[src/hw/odt_pkg.sv]
package odt_pkg;
  // ----------------------------------------------------------------
  // register map, byte addresses
  // ----------------------------------------------------------------
  localparam int ADDR_W = 8;
  localparam int DATA_W = 32;
  localparam logic [7:0] OFF_NOM_CODE = 8'h00;
  localparam logic [7:0] OFF_WR_CODE = 8'h04;
  localparam logic [7:0] OFF_CWL = 8'h08;
  localparam logic [7:0] OFF_AL = 8'h0c;
  localparam logic [7:0] OFF_BURST = 8'h10;
  localparam logic [7:0] OFF_STATUS = 8'h14;

  // ----------------------------------------------------------------
  // field layouts and reset values
  // ----------------------------------------------------------------
  localparam int NOM_W = 3;            // nominal strength {a9,a6,a2}
  localparam int WRC_W = 2;            // write strength {a10,a9}
  localparam int LAT_W = 6;
  localparam int CFG_W = 4;
  localparam logic [2:0] RST_NOM_CODE = 3'h0;
  localparam logic [1:0] RST_WR_CODE = 2'h0;
  localparam logic [3:0] RST_CWL = 4'h5;
  localparam logic [3:0] RST_AL = 4'h0;
  localparam logic [1:0] RST_BURST = 2'h0;
  localparam int STAT_W = 5;

  // burst mode encodings
  localparam logic [1:0] BURST_FIXED8 = 2'h0;
  localparam logic [1:0] BURST_OTF = 2'h1;
  localparam logic [1:0] BURST_FIXED4 = 2'h2;

  // ----------------------------------------------------------------
  // latencies in link clock cycles
  // ----------------------------------------------------------------
  localparam logic [5:0] LAT_OFFSET = 6'h02;   // termination latency = wl - 2
  localparam logic [5:0] TAIL_CHOP = 6'h04;    // write window extra, chopped burst
  localparam logic [5:0] TAIL_FULL = 6'h06;    // write window extra, full burst
  localparam logic [5:0] AGE_IDLE = 6'h3f;     // write age when no write pending
  localparam int ODT_MIN_HIGH_BC4 = 4;
  localparam int ODT_MIN_HIGH_BL8 = 6;
endpackage : odt_pkg

[src/hw/dram_termination_control.sv]
// Contract
// - termination turns on wl-2 link cycles after odt sampled high
// - termination turns off wl-2 link cycles after odt registered low
// - switch-off and strength changes take effect half a link cycle later
// - termination never turns on while the data drivers are active
// - dynamic switching active when either write strength bit is one
// - nominal value from three nominal bits, write value from two write bits
// - outside writes nominal strength used, on/off follows odt latencies
// - write strength selected wl-2 cycles after the newest registered write
// - nominal strength returns off latency plus four or six after write
// - odt ignored when nominal and write strength bits are all zero
module dram_termination_control (
  input wire logic core_clk,
  input wire logic rstn,
  input wire logic [odt_pkg::ADDR_W-1:0] regAddr,
  input wire logic [odt_pkg::DATA_W-1:0] regWrData,
  input wire logic regWrite,
  input wire logic regRead,
  output logic [odt_pkg::DATA_W-1:0] regRdData,
  input wire logic linkClk,
  input wire logic odtPin,
  input wire logic writeCmdPin,
  input wire logic burstSelPin,
  input wire logic dqDriving,
  output logic termActive,
  output logic strengthWrite,
  output logic [odt_pkg::NOM_W-1:0] rttSetting
);
  import odt_pkg::*;

  // ----------------------------------------------------------------
  // pin sampling
  // ----------------------------------------------------------------
  // only the edges of the link clock are used, not its level
  logic ckRise;
  logic ckFall;
  logic odtLevel;
  logic wrLevel;
  logic burstLevel;

  pin_sync ckSync (.core_clk(core_clk), .rstn(rstn), .pinIn(linkClk),
    .level(), .rise(ckRise), .fall(ckFall));
  pin_sync odtSync (.core_clk(core_clk), .rstn(rstn), .pinIn(odtPin),
    .level(odtLevel), .rise(), .fall());
  pin_sync wrSync (.core_clk(core_clk), .rstn(rstn), .pinIn(writeCmdPin),
    .level(wrLevel), .rise(), .fall());
  pin_sync burstSync (.core_clk(core_clk), .rstn(rstn), .pinIn(burstSelPin),
    .level(burstLevel), .rise(), .fall());

  // ----------------------------------------------------------------
  // register file
  // ----------------------------------------------------------------
  logic [NOM_W-1:0] nomCode_reg, nomCode_next;
  logic [WRC_W-1:0] wrCode_reg, wrCode_next;
  logic [CFG_W-1:0] cwl_reg, cwl_next;
  logic [CFG_W-1:0] al_reg, al_next;
  logic [1:0] burst_reg, burst_next;
  logic [DATA_W-1:0] rdData_reg, rdData_next;
  logic [STAT_W-1:0] status;

  // write decode and read mux, unmapped reads return zero
  always_comb begin
    nomCode_next = nomCode_reg;
    wrCode_next = wrCode_reg;
    cwl_next = cwl_reg;
    al_next = al_reg;
    burst_next = burst_reg;
    rdData_next = '0;
    if (regWrite) begin
      case (regAddr)
        OFF_NOM_CODE: nomCode_next = regWrData[NOM_W-1:0];
        OFF_WR_CODE: wrCode_next = regWrData[WRC_W-1:0];
        OFF_CWL: cwl_next = regWrData[CFG_W-1:0];
        OFF_AL: al_next = regWrData[CFG_W-1:0];
        OFF_BURST: burst_next = regWrData[1:0];
        default: ;
      endcase
    end
    if (regRead) begin
      case (regAddr)
        OFF_NOM_CODE: rdData_next = {{(DATA_W-NOM_W){1'b0}}, nomCode_reg};
        OFF_WR_CODE: rdData_next = {{(DATA_W-WRC_W){1'b0}}, wrCode_reg};
        OFF_CWL: rdData_next = {{(DATA_W-CFG_W){1'b0}}, cwl_reg};
        OFF_AL: rdData_next = {{(DATA_W-CFG_W){1'b0}}, al_reg};
        OFF_BURST: rdData_next = {{(DATA_W-2){1'b0}}, burst_reg};
        OFF_STATUS: rdData_next = {{(DATA_W-STAT_W){1'b0}}, status};
        default: rdData_next = '0;
      endcase
    end
  end

  always_ff @(posedge core_clk or negedge rstn) begin
    if (!rstn) begin
      nomCode_reg <= RST_NOM_CODE;
      wrCode_reg <= RST_WR_CODE;
      cwl_reg <= RST_CWL;
      al_reg <= RST_AL;
      burst_reg <= RST_BURST;
      rdData_reg <= '0;
    end else begin
      nomCode_reg <= nomCode_next;
      wrCode_reg <= wrCode_next;
      cwl_reg <= cwl_next;
      al_reg <= al_next;
      burst_reg <= burst_next;
      rdData_reg <= rdData_next;
    end
  end

  assign regRdData = rdData_reg;

  // ----------------------------------------------------------------
  // mode decode and latencies
  // ----------------------------------------------------------------
  logic odtEnable;
  logic dynEnable;
  logic [LAT_W-1:0] termLat;

  // termination latency = cwl + al - 2, never below one cycle
  function automatic logic [LAT_W-1:0] calc_lat(input logic [CFG_W-1:0] cwl,
                                                input logic [CFG_W-1:0] al);
    logic [LAT_W-1:0] sum;
    sum = LAT_W'(cwl) + LAT_W'(al);
    if (sum > LAT_OFFSET) begin
      calc_lat = sum - LAT_OFFSET;
    end else begin
      calc_lat = 6'h01;
    end
  endfunction : calc_lat

  assign odtEnable = (|nomCode_reg) | (|wrCode_reg);
  assign dynEnable = |wrCode_reg;
  assign termLat = calc_lat(cwl_reg, al_reg);

  // ----------------------------------------------------------------
  // termination on/off pipeline
  // ----------------------------------------------------------------
  logic [AGE_IDLE:0] odtHist_reg, odtHist_next;
  logic termPend_reg, termPend_next;
  logic termOn_reg, termOn_next;
  logic delayedOdt;

  assign delayedOdt = odtHist_reg[termLat - 6'h01];

  // pending state decided on link rise, on at rise, off at next fall
  always_comb begin
    odtHist_next = odtHist_reg;
    termPend_next = termPend_reg;
    termOn_next = termOn_reg;
    if (ckRise) begin
      odtHist_next = {odtHist_reg[AGE_IDLE-1:0], odtLevel};
      termPend_next = delayedOdt & odtEnable;
      if (delayedOdt && odtEnable) begin
        termOn_next = 1'b1;
      end
    end else if (ckFall && !termPend_reg) begin
      termOn_next = 1'b0;
    end
  end

  always_ff @(posedge core_clk or negedge rstn) begin
    if (!rstn) begin
      odtHist_reg <= '0;
      termPend_reg <= 1'b0;
      termOn_reg <= 1'b0;
    end else begin
      odtHist_reg <= odtHist_next;
      termPend_reg <= termPend_next;
      termOn_reg <= termOn_next;
    end
  end

  // ----------------------------------------------------------------
  // dynamic strength switching
  // ----------------------------------------------------------------
  logic [LAT_W-1:0] wrAge_reg, wrAge_next;
  logic chop_reg, chop_next;
  logic wrSelPend_reg, wrSelPend_next;
  logic wrSel_reg, wrSel_next;
  logic [LAT_W-1:0] retLat;
  logic wrChop;

  assign wrChop = (burst_reg == BURST_FIXED4) | ((burst_reg == BURST_OTF) & ~burstLevel);
  assign retLat = termLat + (chop_reg ? TAIL_CHOP : TAIL_FULL);

  // write age counts link cycles since the newest write
  always_comb begin
    wrAge_next = wrAge_reg;
    chop_next = chop_reg;
    wrSelPend_next = wrSelPend_reg;
    wrSel_next = wrSel_reg;
    if (ckRise) begin
      if (wrLevel) begin
        wrAge_next = '0;
        chop_next = wrChop;
      end else if (wrAge_reg != AGE_IDLE) begin
        wrAge_next = wrAge_reg + 6'h01;
      end
      if (wrAge_next == termLat) begin
        wrSelPend_next = 1'b1;
      end else if (wrAge_next == retLat) begin
        wrSelPend_next = 1'b0;
      end
    end
    if (ckFall) begin
      wrSel_next = wrSelPend_reg;
    end
    if (!dynEnable) begin
      wrSelPend_next = 1'b0;
      wrSel_next = 1'b0;
    end
  end

  always_ff @(posedge core_clk or negedge rstn) begin
    if (!rstn) begin
      wrAge_reg <= AGE_IDLE;
      chop_reg <= 1'b0;
      wrSelPend_reg <= 1'b0;
      wrSel_reg <= 1'b0;
    end else begin
      wrAge_reg <= wrAge_next;
      chop_reg <= chop_next;
      wrSelPend_reg <= wrSelPend_next;
      wrSel_reg <= wrSel_next;
    end
  end

  // ----------------------------------------------------------------
  // outputs
  // ----------------------------------------------------------------
  logic termActive_reg, termActive_next;
  logic strengthWrite_reg, strengthWrite_next;
  logic [NOM_W-1:0] rtt_reg, rtt_next;

  // drivers active blocks termination, strength picks its code
  always_comb begin
    termActive_next = termOn_reg & ~dqDriving;
    strengthWrite_next = wrSel_reg;
    rtt_next = wrSel_reg ? {1'b0, wrCode_reg} : nomCode_reg;
  end

  always_ff @(posedge core_clk or negedge rstn) begin
    if (!rstn) begin
      termActive_reg <= 1'b0;
      strengthWrite_reg <= 1'b0;
      rtt_reg <= '0;
    end else begin
      termActive_reg <= termActive_next;
      strengthWrite_reg <= strengthWrite_next;
      rtt_reg <= rtt_next;
    end
  end

  assign termActive = termActive_reg;
  assign strengthWrite = strengthWrite_reg;
  assign rttSetting = rtt_reg;
  assign status = {wrSel_reg, termActive_reg, termPend_reg, dynEnable, odtEnable};
endmodule : dram_termination_control

[src/hw/pin_sync.sv]
// three-stage sampler: a change counts once stages two and three agree
module pin_sync (
  input wire logic core_clk,
  input wire logic rstn,
  input wire logic pinIn,
  output logic level,
  output logic rise,
  output logic fall
);
  logic [2:0] stage_reg;
  logic [2:0] stage_next;
  logic level_reg;
  logic level_next;

  // ----------------------------------------------------------------
  // next values
  // ----------------------------------------------------------------
  always_comb begin
    stage_next = {stage_reg[1:0], pinIn};
    level_next = level_reg;
    if (stage_reg[1] == stage_reg[2]) begin
      level_next = stage_reg[2];
    end
  end

  // stage 0 feeds only stage 1
  always_ff @(posedge core_clk or negedge rstn) begin
    if (!rstn) begin
      stage_reg <= 3'h0;
      level_reg <= 1'b0;
    end else begin
      stage_reg <= stage_next;
      level_reg <= level_next;
    end
  end

  assign level = level_reg;
  assign rise = level_next & ~level_reg;
  assign fall = ~level_next & level_reg;
endmodule : pin_sync

[config.mk]
export PLATFORM = sky130hd
export DESIGN_NAME = dram_termination_control
export DESIGN_NICKNAME = d
export VERILOG_FILES = /design/src/hw/odt_pkg.sv /design/src/hw/dram_termination_control.sv /design/src/hw/pin_sync.sv
export SDC_FILE = /design/constraint.sdc
export NUM_CORES = 1
export LEC_CHECK = 0
export BUFFER_PORTS_ARGS = -buffer_cell sky130_fd_sc_hd__buf_2
export CAP_MARGIN = 10
export CORE_AREA = 2 2 138 140
export CTS_CLUSTER_DIAMETER = 200
export DETAILED_ROUTE_END_ITERATION = 7
export DIE_AREA = 0 0 140 142
export HOLD_SLACK_MARGIN = 0.02
export PLACE_DENSITY = 0.55
export SYNTH_ARGS = -nofsm -noshare
export SYNTH_HDL_FRONTEND = slang
export SYNTH_SLANG_ARGS = --single-unit
[constraint.sdc]
create_clock -name core_clk -period 3.83 [get_ports core_clk]
set_input_delay 0 -clock core_clk [delete_from_list [all_inputs] [get_ports core_clk]]
set_output_delay 0 -clock core_clk [all_outputs]
set_load 0.01 [all_outputs]
# == Word level (Yosys, flattened, before mapping) ==
# Cells that the tools add are included.
# totals
reg_bits,143
latchBits,0
mem_bits_rw,0
rom_bits,0
in_bits,49
n_memories,0
# classes
addsub,5
multipliers,0
div,0
n_lt_le_gt_ge,2
eq_ne,18
shifts,0
muxes,20
n_bitwise,11
n_reduce_logical,15
# ops
cell,n
5-bit case mux with 6 select lines,1
6-bit two-way mux,4
"8-bit by 4-bit == test with 1-bit output, second input constant",2
"8-bit by 5-bit == test with 1-bit output, second input constant",2
2-bit AND reduction,8
6-bit == test,2
1-bit two-way mux,11
"8-bit by 3-bit == test with 1-bit output, second input constant",1
8-bit zero test,1
"6-bit by 7-bit < comparator with 1-bit output, second input constant",1
"6-bit by 1-bit adder with 6-bit output, second input constant",1
6-bit by 3-bit adder with 6-bit output,1
1-bit binary-select mux with 6-bit select,1
"6-bit inequality test, second input constant",1
"5-bit by 2-bit subtractor with 6-bit output, second input constant",1
"6-bit by 1-bit subtractor with 6-bit output, second input constant",1
4-bit by 4-bit adder with 5-bit output,1
1-bit AND,5
"5-bit by 2-bit greater-than comparator with 1-bit output, second input constant",1
5-bit two-way mux,1
1-bit == test,4
"2-bit inequality test, second input constant",2
1-bit inverter,4
3-bit two-way mux,1
11 further kinds,13

# == Longest topological paths before layout ==
# depth
ltp_word,9
mapped_depth,19
mapped_depth_nobuf,16

# == By module ==
# Synthesis repeated with hierarchy kept, for this count alone.
# hier_totals
hier_cells,557
hier_area_um2,6301.0
# modules_own_cells
module,instances,cells_per_inst,area_per_inst_um2,seq_area_each_um2
dram_termination_control,1,529,5785.5,2512.4
pin_sync,4,7,128.9,100.1

# == Worst setup path before layout ==
# Ideal clock, no wire load.
# synth_path
path_type,reg-to-reg
from,register cwl_reg[2]
to,register termOn_reg
t_arrival_ns,3.715
slack_ns,-0.024
path_stages_with_launch,16
period_less_slack_ns,3.854
cell_sequence,dfstp_2 ha_1 or2_1 and3_4 o211a_1 buf_4 nor2_1 inv_1 ha_1 clkbuf_1 mux4_2 and3_1 a211oi_1 a311oi_1 nor4_2 a22oi_1
# synth_between
elab_chain_len,9
elab_cells_between_ends,10
# synth_lines
item,line_no,rtl
from (decl),dram_termination_control.sv:55,"logic [CFG_W-1:0] cwl_reg, cwl_next;"
from (signal assigned),dram_termination_control.sv:103,cwl_reg <= cwl_next;
4-bit by 4-bit adder with 5-bit output (*),dram_termination_control.sv:123,sum = LAT_W'(cwl) + LAT_W'(al);
5-bit by 2-bit subtractor with 6-bit output or 5-bit by 2-bit greater-than comparator with 1-bit output (tied branches),"dram_termination_control.sv:125, dram_termination_control.sv:124",
6-bit two-way mux (*),dram_termination_control.sv:124,if (sum > LAT_OFFSET) begin
6-bit by 1-bit subtractor with 6-bit output (*),dram_termination_control.sv:143,assign delayedOdt = odtHist_reg[termLat - 6'h01];
1-bit binary-select mux with 6-bit select (*),dram_termination_control.sv:143,
1-bit two-way mux (implied by the code) (*),dram_termination_control.sv:143,
1-bit logical AND (*),dram_termination_control.sv:153,if (delayedOdt && odtEnable) begin
2-bit by 1-bit inequality test with 1-bit output (no source line) (*),n/a,
2-bit AND reduction (no source line) (*),n/a,
to (signal assigned),dram_termination_control.sv:169,termOn_reg <= termOn_next;
to (decl),dram_termination_control.sv:140,"logic termOn_reg, termOn_next;"
# Every way passes the cells marked *; elsewhere a longest branch is shown, timed or not. The select of a mux whose other input is x is not followed.
# A chain may end at the register's enable or synchronous reset.

# == Final worst setup path ==
# layout_path
from,register al_reg[0]
to,register termOn_reg
# layout_between
elab_chain_len,9
elab_cells_between_ends,10
# layout_lines
item,line_no,rtl
from (decl),dram_termination_control.sv:56,"logic [CFG_W-1:0] al_reg, al_next;"
from (signal assigned),dram_termination_control.sv:104,al_reg <= al_next;
4-bit by 4-bit adder with 5-bit output (*),dram_termination_control.sv:123,
5-bit by 2-bit subtractor with 6-bit output or 5-bit by 2-bit greater-than comparator with 1-bit output (tied branches),"dram_termination_control.sv:125, dram_termination_control.sv:124",
6-bit two-way mux (*),dram_termination_control.sv:124,
6-bit by 1-bit subtractor with 6-bit output (*),dram_termination_control.sv:143,
1-bit binary-select mux with 6-bit select (*),dram_termination_control.sv:143,
1-bit two-way mux (implied by the code) (*),dram_termination_control.sv:143,
1-bit logical AND (*),dram_termination_control.sv:153,
2-bit by 1-bit inequality test with 1-bit output (no source line) (*),n/a,
2-bit AND reduction (no source line) (*),n/a,
# Marks and branches as above.

==> metrics <==
number of global-route vias before repair 4607; Die Span Y 142 µm; die width about 140 µm; Worst Hold Depth 4; Std-Cell Rows 50; number of synthesized flops with an enable pin 0; final hold vios 0; Via Count between 4000 and 5000; Synth Flop Type dfrtp_1; pwr dens around 480 mW/mm²; post-DP HPWL 9.37 mm; Max VDD drop 0.385 mV; hold path startpoint regAddr[4]; f_max ~270 MHz; Initial Util 34.1%; Util after Layout 40.6%; Clk Latency, worst-skew pair between 400 and 500 ps; most common cell in the synthesized netlist nand2_1; Yosys Warn Count 0; FF+latch count, synth 116; CTS tree built; Final Total Pwr 3.63 mW; mapped cell area 0.00628 mm²; Critical R2R Launch al_reg[0]; first-pass GRT wire length 23.8 mm; r2r worst-path depth 15; clock-pin transition on the worst setup and hold timing paths 60 ps; WHS Endpoint regRdData[1]; IO Count 86; max_cap viols 0; Setup CP Type reg2reg; routed wire length 14.2 mm; Hold Slack 54.1 ps; Nets ~790; CP endpoint kind register; HP Class in2reg; final global-route overflow total 0; sequential share of the synthesized area about 46%; setup violators final 0; Critical Path AT 3990 ps; Layout area overhead 19.2%; root buf cell clkbuf_16; final worst-path cycle share 95.3%; max-slew violation count 0; vias per cell ~4.9; htree depth 4; dominant cells by area after synthesis dfrtp_1, nand2_1, mux2_2; R2R setup slack 180 ps; clk_skew 13.6 ps; CP max FO 15; Routed Antenna Nets 0; DR DRC count 9; syn avg cell area between 9 and 10 µm²; DR WL/cell 14.5 µm; asr flop ratio synth 100%; most frequent cells after synthesis nand2_1, dfrtp_1, nor2_1; Setup crit start kind register; worst relative slew slack 37.6%; Post-CTS Setup Bufs 0; DR pass1 iterations 7; clk sinks 116; Num CTS Buffers 17; FILL cells between 1500 and 2000; fin crit period 3650 ps; overall routing resource usage between 10% and 20%; share of cells above drive strength 1 approximately a fifth; Lkg Pwr 3.67 nW; failing checks DRC; worst path required time 4160 ps; count of different cell masters after synthesis 75; Yosys top cell by area dfrtp_1; Placer Congestion 0.820; Die Area 0.0199 mm²; Worst-Margin Slew 936 ps; setup repair after global routing missed its margin no; number of diodes 0; Largest register FFs 64; initial DRC count 266; maximum buffer depth of the clock tree 2; outcome finished, violations left; Worst R2R End termOn_reg; IO buf count 30; initial antenna violation count 0; area fraction of the dominant cell type after synthesis 43.0%; Mapped Cells roughly 680; Core ar. 0.0185 mm²; largest net degree at the start of global routing 77
[power breakdown]
part	total [mW]	internal [mW]	switching (mW)
combinational	0.670	0.278	0.392
sequential	1.34	1.29	0.0492
clock	1.62	1.00	0.622
total	3.63	2.57	1.06
[final cells by class]
class                           count  area [µm²]  share of cell area, %
Multi-Input combinational cell    515        3140                   41.9
Sequential cell                   116        2910                   38.9
Timing Repair Buffer               67         485                   6.48
Clock buffer                       19         453                   6.05
Tap cell                          234         293                   3.91
Clock inverter                     13         150                   2.01
Inverter                           15        56.3                  0.752
[timing repair]
item,CTS,global route
hold buffers,14,0
hold endpoints to repair,84,0
resized for setup,2,13
pin swaps,0,4
endpoints found under the setup margin,2,2
[critical path, cell delays in order (launching register included)]
cell	delay, ps
dfrtp_1	390
ha_2	200
fa_2	410
xor2_2	190
inv_1	90
ha_1	320
nand3b_1	100
xnor2_1	160
or3_4	350
and2_1	190
buf_12	160
mux2i_1	150
mux4_2	500
nand2_1	90
nand3_1	100
a22oi_1	160
[worst max-delay path by stage]
stage          startpoint           end  cells past startpoint
2_1_floorplan   al_reg[0]  termPend_reg                     19
3_3_place_gp    al_reg[0]  termPend_reg                     15
3_5_place_dp    al_reg[0]  termPend_reg                     15
4_1_cts         al_reg[0]  termPend_reg                     15
5_1_grt         al_reg[0]  termPend_reg                     15
6_report        al_reg[0]    termOn_reg                     15
[kinds of logic after synthesis]
group	Yosys count	synth area share, %
and+or+nand+nor	320	22.9
DFF	116	46.3
AOI/OAI and AO/OA	100	11.3
buffers and inverters	74	6.37
muxes	39	8.20
xor gates and xnor gates	15	2.09
adders and majority gates	14	2.75
other	1	0.0597
[through the flow]
| step | instance area [µm²] | instances | TNS, ps | setup WS [ps] |
|---|---|---|---|---|
| floorplan | 6380 | 705 | 0 | 83.1 |
| global route | 7490 | 979 | 0 | 10.6 |
| global placement | 6680 | 933 | -7.55 | -5.09 |
| CTS | 7430 | 979 | 0 | 8.92 |
| finish | 7490 | 979 | 0 | 179 |
| detailed placement | 6680 | 933 | -103 | -61.0 |
[placed cells by master, fill, tap and decap left out, types with 17 or more instances in the layout]
cell type | synthesis | layout
nand2_1 | 216 | 216
a21oi_1 | 22 | 22
mux2_2 | 20 | 20
o21ai_0 | 19 | 19
buf_4 | 28 | 21
clkbuf_16 | 0 | 17
buf_2 | 2 | 29
dfrtp_1 | 108 | 108
conb_1 | 1 | 27
nor2_1 | 29 | 27
[metal layers]
layer | GRT usage [%] | wire, µm | vias up
li1 | - | - | 2371
met1 | 21.1 | 6970 | 2291
met2 | 23.2 | 6630 | 82
met3 | 3.53 | 474 | 7
met4 | 5.69 | 113 | 0
met5 | 0 | 0 | -
Note: power is estimated with default switching activity, not from simulation.
